==> src/core/crwl_pkg.sv <==
package crwl_pkg;
  // Register indices on the configuration bus (word index)
  localparam int KEY_FIRST_IDX = 0;
  localparam int KEY_SECOND_IDX = 1;
  localparam int STATUS_IDX = 2;
  localparam int REV_IDX = 3;
  localparam int FIRST_CFG_IDX = 4;
  // Fixed unlock keys
  localparam logic [31:0] UNLOCK_KEY_FIRST_VAL = 32'h5a3c_0f01;
  localparam logic [31:0] UNLOCK_KEY_SECOND_VAL = 32'ha5c3_f0e2;
  // Read-only revision word, arbitrary value
  localparam logic [31:0] REV_VAL = 32'h0000_0100;
  // Values after reset
  localparam logic [31:0] CFG_RST_VAL = 32'h0000_0000;
  localparam logic [31:0] RDATA_RST_VAL = 32'h0000_0000;
  // Lock states, one-hot
  typedef enum logic [1:0] {
    CRWL_LOCKED = 2'b01,
    CRWL_OPEN = 2'b10
  } crwl_lock_state_t;
endpackage

==> src/core/crwl_key_if.sv <==
`timescale 1ns/1ps
`default_nettype none
interface crwl_key_if;
  logic key_wr;
  logic key_sel;
  logic [31:0] key_data;
  logic locked;
  modport lock (input key_wr, input key_sel, input key_data, output locked);
  modport bank (output key_wr, output key_sel, output key_data, input locked);
endinterface
`default_nettype wire

==> src/core/crwl_lock.sv <==
`timescale 1ns/1ps
`default_nettype none
module crwl_lock (
  // Clock and reset
  input wire logic clk,
  input wire logic reset_n,
  // Key writes and lock state
  crwl_key_if.lock kif
);
  typedef struct packed {
    crwl_pkg::crwl_lock_state_t st;
    logic first_ok;
    logic second_ok;
  } crwl_lock_t;

  crwl_lock_t s_q, s_d;
  logic key_match;

  always_comb begin
    s_d = s_q;
    key_match = kif.key_sel ? (kif.key_data == crwl_pkg::UNLOCK_KEY_SECOND_VAL)
                            : (kif.key_data == crwl_pkg::UNLOCK_KEY_FIRST_VAL);
    if (kif.key_wr) begin
      if (!key_match) begin
        s_d.st = crwl_pkg::CRWL_LOCKED;
        s_d.first_ok = 1'b0;
        s_d.second_ok = 1'b0;
      end else begin
        if (kif.key_sel) begin
          s_d.second_ok = 1'b1;
        end else begin
          s_d.first_ok = 1'b1;
        end
        // Either order is accepted; one key alone never opens
        if (s_d.first_ok && s_d.second_ok) begin
          s_d.st = crwl_pkg::CRWL_OPEN;
        end
      end
    end
  end

  always_ff @(posedge clk or negedge reset_n) begin
    if (!reset_n) begin
      s_q <= '{st: crwl_pkg::CRWL_LOCKED, first_ok: 1'b0, second_ok: 1'b0};
    end else begin
      s_q <= s_d;
    end
  end

  assign kif.locked = (s_q.st == crwl_pkg::CRWL_LOCKED);
endmodule
`default_nettype wire

==> src/core/crwl_top.sv <==
`timescale 1ns/1ps
`default_nettype none
module crwl_top #(
  parameter int ADDR_W = 4,
  parameter int NREGS = 16
) (
  // Clock and reset
  input wire logic clk,
  input wire logic reset_n,
  // Configuration bus, shared by all cores
  input wire logic cfg_req,
  input wire logic cfg_we,
  input wire logic [ADDR_W-1:0] cfg_addr,
  input wire logic [31:0] cfg_wdata,
  output logic cfg_ready,
  output logic [31:0] cfg_rdata,
  output logic cfg_rvalid,
  output logic cfg_wr_dropped,
  // Lock state
  output logic cfg_locked
);
  typedef struct packed {
    logic [NREGS-1:0][31:0] bank;
    logic [31:0] rdata;
    logic rvalid;
    logic dropped;
  } crwl_bank_t;

  crwl_bank_t s_q, s_d;
  crwl_key_if kif ();

  function automatic logic is_cfg(input logic [ADDR_W-1:0] a);
    return (int'(a) >= crwl_pkg::FIRST_CFG_IDX) && (int'(a) < NREGS);
  endfunction

  // Single lock instance: every core sees the same state
  crwl_lock u_lock (
    .clk(clk),
    .reset_n(reset_n),
    .kif(kif)
  );

  logic wr;
  logic rd;
  assign wr = cfg_req && cfg_we;
  assign rd = cfg_req && !cfg_we;

  // Key registers stay writable while locked, else the lock could never open
  assign kif.key_wr = wr && (int'(cfg_addr) == crwl_pkg::KEY_FIRST_IDX ||
                             int'(cfg_addr) == crwl_pkg::KEY_SECOND_IDX);
  assign kif.key_sel = (int'(cfg_addr) == crwl_pkg::KEY_SECOND_IDX);
  assign kif.key_data = cfg_wdata;

  always_comb begin
    s_d = s_q;
    s_d.rvalid = rd;
    s_d.dropped = 1'b0;
    if (wr && is_cfg(cfg_addr)) begin
      if (kif.locked) begin
        s_d.dropped = 1'b1;
      end else begin
        s_d.bank[cfg_addr] = cfg_wdata;
      end
    end
    if (rd) begin
      // Keys read as zero so software cannot learn them back
      if (int'(cfg_addr) == crwl_pkg::STATUS_IDX) begin
        s_d.rdata = {31'h0000_0000, kif.locked};
      end else if (int'(cfg_addr) == crwl_pkg::REV_IDX) begin
        s_d.rdata = crwl_pkg::REV_VAL;
      end else if (is_cfg(cfg_addr)) begin
        s_d.rdata = s_q.bank[cfg_addr];
      end else begin
        s_d.rdata = crwl_pkg::RDATA_RST_VAL;
      end
    end
  end

  always_ff @(posedge clk or negedge reset_n) begin
    if (!reset_n) begin
      s_q.bank <= {NREGS{crwl_pkg::CFG_RST_VAL}};
      s_q.rdata <= crwl_pkg::RDATA_RST_VAL;
      s_q.rvalid <= 1'b0;
      s_q.dropped <= 1'b0;
    end else begin
      s_q <= s_d;
    end
  end

  assign cfg_ready = 1'b1;
  assign cfg_rdata = s_q.rdata;
  assign cfg_rvalid = s_q.rvalid;
  assign cfg_wr_dropped = s_q.dropped;
  assign cfg_locked = kif.locked;
endmodule
`default_nettype wire

==> config.mk <==
export PLATFORM = sky130hd
export DESIGN_NAME = crwl_top
export DESIGN_NICKNAME = d
export VERILOG_FILES = /design/src/core/crwl_pkg.sv /design/src/core/crwl_key_if.sv /design/src/core/crwl_lock.sv /design/src/core/crwl_top.sv
export SDC_FILE = /design/constraint.sdc
export NUM_CORES = 1
export LEC_CHECK = 0
export BUFFER_PORTS_ARGS = -buffer_cell sky130_fd_sc_hd__buf_2
export CAP_MARGIN = 20
export CORE_ASPECT_RATIO = 1.1
export CORE_MARGIN = 5
export CORE_UTILIZATION = 45
export DETAILED_ROUTE_END_ITERATION = 8
export MAX_ROUTING_LAYER = met4
export PLACE_DENSITY_LB_ADDON = 0.08
export SETUP_SLACK_MARGIN = 0.05
export SYNTH_ARGS = -nofsm -noshare
export SYNTH_HDL_FRONTEND = slang
export SYNTH_SLANG_ARGS = --single-unit
==> constraint.sdc <==
create_clock -name clk -period 6.1 [get_ports clk]
set_clock_uncertainty 0.1 [all_clocks]
set_input_delay 0.305 -clock clk [delete_from_list [all_inputs] [get_ports clk]]
set_output_delay 0.305 -clock clk [all_outputs]
set_load 0.01 [all_outputs]
## Word-level counts from Yosys, hierarchy flattened

Index checks and enable logic that the tools add are counted.

| operators by class | value |
|---|---|
| $lt $le $gt $ge | 3 |
| mux-type cells | 19 |
| reduce and logical (&&, ||, !) cells | 11 |
| equal/unequal tests | 7 |
| bitwise gates (word level) | 1 |

Operator list:

| operator | count |
|---|---|
| $bwmux 512 | 1 |
| $mux 32 | 5 |
| $bmux 32 s4 | 1 |
| $demux 32 s4 | 1 |
| $eq 32x31->1 const B | 1 |
| $eq 32x32->1 const B | 1 |
| $mux 1 | 9 |
| $eq 4x3->1 const B | 2 |
| $logic_and 1x1->1 | 6 |
| $lt 4x5->1 const B | 1 |
| $eq 4x2->1 const B | 1 |
| $ge 4x1->1 const B | 1 |
| $ge 4x3->1 const B | 1 |
| $logic_not 4->1 | 1 |
| $mux 4 | 1 |
| $reduce_and 2->1 | 2 |
| $eq 2x1->1 const B | 1 |
| $mux 2 | 1 |
| $ne 2x2->1 const B | 1 |
| $logic_not 1->1 | 1 |
| $logic_or 1x1->1 | 1 |
| $not 1->1 | 1 |

| storage, ports and cells | value |
|---|---|
| output and inout bits | 36 |
| bits in registers | 550 |
| input bits | 40 |
| word-level logic and storage cells | 63 |

## Depth between registers and ports, before layout

| depth | value |
|---|---|
| word-level depth | 7 |
| mapped depth | 8 |
| mapped depth without buffers | 5 |

## By module

From an unflattened synthesis, not the netlist that was laid out.

| second synthesis, totals | value |
|---|---|
| cell total of the unflattened synthesis | 1329 |
| area total of the unflattened synthesis | 19237.2 um^2 |

By module, submodules not included:

| module | seq. area each (um^2) | cells an instance | times used | area each (um^2) |
|---|---|---|---|---|
| crwl_top | 10460.0 | 1286 | 1 | 18864.3 |
| crwl_lock | 101.3 | 43 | 1 | 372.9 |

## Least setup slack after synthesis

No wires, ideal clock.

| timing path | value |
|---|---|
| path kind | reg-to-reg |
| start | register u_lock.s_q[3] (netlist name) |
| end | register s_q[419] (netlist name) |
| period minus slack after synthesis | 2017 ps |
| stages on the path, launching flop included | 8 |
| arrival time | 1792 ps |
| required time | 5875 ps |
| path buffers | 2 |
| setup time | 125 ps |
| setup slack | 4083 ps |
| path through | dfrtp_1 nand2b_2 inv_2 or3_4 or3_1 buf_2 buf_6 mux2_4 |

| between the ends | value |
|---|---|
| cells in the longest elaborated chain, start to end | 3 |

RTL lines:

| element | line | RTL |
|---|---|---|
| from (decl) | crwl_lock.sv:16 | `crwl_lock_t s_q, s_d;` |
| from (signal assigned) | crwl_lock.sv:44 | `s_q <= '{st: crwl_pkg::CRWL_LOCKED, first_ok: 1'b0, second_ok: 1'b0};` |
| $eq 2x1->1 | crwl_lock.sv:50 | `assign kif.locked = (s_q.st == crwl_pkg::CRWL_LOCKED);` |
| named net cfg_locked | crwl_top.sv:20 | `output logic cfg_locked` |
| $not 1->1 (no source line) | -- |  |
| $reduce_and 2->1 (no source line) | -- |  |
| to (decl) | crwl_top.sv:29 | `crwl_bank_t s_q, s_d;` |

The timed path passes the listed nets, and every way through them passes these cells.
A chain may end at the register's enable or synchronous reset.

## Worst setup path after layout

| timing path | value |
|---|---|
| start | input port cfg_addr[2] |
| end | register s_q[179] (netlist name) |

| between the ends | value |
|---|---|
| cells in the longest elaborated chain, start to end | 5 |
| elaborated cells on any way between the ends | 9 |
| classes of those cells | order compare: 3; mux: 3; reduce/logical: 3 |

RTL lines:

| element | line | RTL |
|---|---|---|
| from (decl) | crwl_top.sv:13 | `input wire logic [ADDR_W-1:0] cfg_addr,` |
| $lt 4x5->1 (not written as such) or $ge 4x1->1 (tied branches) | crwl_top.sv:62 | `s_d.bank[cfg_addr] = cfg_wdata;` |
| $logic_and 1x1->1 (not written as such) | crwl_top.sv:62 |  |
| $mux 32 (not written as such) | crwl_top.sv:62 |  |
| $demux 32 s4 | crwl_top.sv:62 |  |
| $bwmux 512 | crwl_top.sv:62 |  |

Parallel ways exist; a longest one is shown, timed or not.

==> impl_metrics.py <==
metrics = {
    "status": {
        "status": "finished clean",
    },
    "placed_design": {
        "numPlacedInstances": 1766,
        "place_area_um2": 19800,
        "place_congestion": 0.763,
        "place.port_buffers": 74,
        "post-place-ws_ns": 2.29,
        "dp_hpwl_um": 25700,
    },
    "yosys": {
        "synth_async_sr_flop_share_pct": 100,
        "ys.flop_type": "dfrtp_1",
        "syn-num-nets": 1294,
        "synthCells": 1254,
        "synth_seq_cells": 422,
        "postSynthAreaPerCell_um2": 15.3,
        "synth_cell_type_count": 46,
        "ys_warn_count": 0,
        "ys_seq_area_share_pct": 55.0,
        "syn-cell-area_um2": 19200,
        "synth_edf_count": 0,
    },
    "critical_path": {
        "critPathBufInv": 2,
        "critical_path_arrival_ns": 3.49,
        "crit_required_ns": 6.44,
        "max_stage_delay_ns": 0.95,
        "critPathMaxFanout": 33,
        "worstPathCellList": "buf_2 -> nor2b_4 -> nand4_1 -> or3_2 -> buf_16 -> mux2_4",
        "reg2reg_slack_ns": 3.34,
        "critPathTopFamily": "simple AND/OR/NAND/NOR gates",
        "critPathKind": "input port to flip-flop",
        "cp_slowest_cell": "nor2b_4",
        "end_kind": "flip-flop",
        "start_kind": "input port",
    },
    "routing": {
        "drtPass1Iterations": 4,
        "vias_per_cell": 5.65,
        "vias": 10500,
        "wirelength_um": 44600,
        "avgRoutedWirePerCell_um": 24.1,
        "ant_nets": 0,
        "drc": 0,
        "drtIter0Drc": 508,
    },
    "flow_run": {
        "cap_violations": 0,
    },
    "sta": {
        "clock.fmax_ghz": 0.318,
        "hold_violations": 0,
        "timing.hold.ws_ns": 0.0429,
        "period_needed_ns": 3.15,
        "slew_headroom_pct": 23.3,
        "finalSetupViolCount": 0,
        "setup-tns-final_ns": 0,
        "post-route-period-util_pct": 51.6,
        "tightest_slew_ns": 1.15,
        "finalWorstSetupSlack_ns": 2.95,
        "final_max_slew_viol_count": 0,
        "rsz0062_at_grt": "false",
    },
    "clock_tree": {
        "cts_tree": "yes",
        "clock_sinks": 422,
        "clk_pin_slew_ns": 0.06,
        "htreeDepth": 2,
        "root_buffer": "clkbuf_16",
        "clk_path_buf_depth": 3,
        "cts_buffers": 47,
        "clock_latency_ns": 0.57,
        "cts_resized": 0,
    },
    "die": {
        "io-pin-count": 76,
        "die_w_um": 207,
        "die_h_um": 227,
        "start_util_pct": 45.4,
        "dieArea_um2": 46900,
        "rows": 79,
        "core_area_um2": 42300,
    },
    "finish": {
        "stdcell_area_um2": 21300,
        "syn2layout_area_growth_pct": 11.1,
        "final_common_cell": "dfrtp_1",
        "final_core_util_pct": 50.5,
        "finalNonFillerCells": 1852,
        "drive_above_1_share_pct": 49.6,
        "mostFrequentLayoutCells": "dfrtp_1 (421), mux2_2 (301), mux4_2 (93)",
        "diodes": 0,
        "finish.net_count": 1292,
    },
    "global_route": {
        "grt_pass1_vias": 11300,
        "track_usage_pct": 20.1,
        "grt_pass1_wl_um": 69800,
        "overflow": 0,
        "grt_max_degree": 161,
        "antenna_found_initial": 0,
    },
    "hold_path": {
        "hold_path_class": "input port to flip-flop",
    },
    "pwr": {
        "power_leakage_nw": 9.63,
        "vdd_drop_max_v": 0.000226,
        "total_power_mw": 7.62,
        "cellPowerDensity_nw_per_um2": 357,
    },
}
## logic make-up (layout without fill, tap and decap cells)
logic type / count (synthesis) / in the layout / synth area share, %
flops: 422 / 422 / 55.0
simple gates: 119 / 119 / 3.06
buf+inv: 152 / 183 / 4.29
compound gates: 76 / 76 / 2.70
mux: 484 / 484 / 35.0
other cells: 1 / 1 / 0.0195
## power breakdown
group / internal, mW / leakage (nW) / switching (mW) / total, mW
clock: 1.67 / 0.745 / 1.11 / 2.78
sequential: 3.37 / 5.41 / 0.283 / 3.65
combinational: 0.741 / 3.47 / 0.445 / 1.19
total: 5.78 / 9.63 / 1.84 / 7.62
## state kept, by name, summed over array words and instances, names as in the netlist
signal          flops
cfg_rdata          32
cfg_rvalid          1
cfg_wr_dropped      1
s_q               384
u_lock.s_q          4
## metal layers
layer / part of all wire [%] / global-route usage, % / wire, um
met1: 47 / 28.1 / 20800
met2: 48 / 31.4 / 21200
met3: 3.6 / 3.30 / 1630
met4: 2.2 / 4.71 / 966
met5: 0 / - / 0
## Yosys cell counts (3+ instances only)
cell	number	area share [%]
dfrtp_1	421	55
mux2_2	301	18
mux4_2	93	11
mux2_4	60	4.7
clkbuf_1	51	1.0
buf_2	46	1.2
nor2_1	41	0.80
nand2_1	40	0.78
buf_4	34	1.3
a31oi_1	32	1.0
a22oi_1	30	1.2
mux2_1	24	1.4
buf_6	9	0.53
mux2i_1	6	0.31
buf_1	5	0.098
inv_1	5	0.098
nand4_1	5	0.16
a21oi_1	4	0.10
nand4b_1	3	0.14
nor2b_1	3	0.098
nor3_1	3	0.078
nor4b_1	3	0.14
o21ai_0	3	0.078
or3_1	3	0.098
or4b_2	3	0.16
## layout make-up
class	count	area [um^2]
Clock buffer	74	1420
Clock inverter	8	90.1
Fill cell	3681	21000
Inverter	7	26.3
Multi-Input combinational cell	680	7910
Sequential cell	422	10600
Tap cell	567	709
Timing Repair Buffer	94	629
## final timing paths
path	from	to	cells past startpoint
worst max register to register	u_lock.s_q[3]	s_q[448]	6
worst min-delay path	cfg_req	cfg_wr_dropped	3
min in group asynchronous	reset_n	s_q[515]	2
worst min register to register	s_q[307]	s_q[307]	1
worst max-delay path	cfg_addr[2]	s_q[179]	6
max in group asynchronous	reset_n	s_q[209]	3
## what timing repair did
item | CTS | global route
hold endpoints to repair | 119 | 0
hold buffers | 2 | 0
setup buffers | 0 | 0
## tightest hold or removal path: cells and delay by family
kind	cells	cell delay (ns)
AND/OR/NAND/NOR	2	0.21
buffers and inverters	1	0.14
Power figures use the tool's default switching activity.
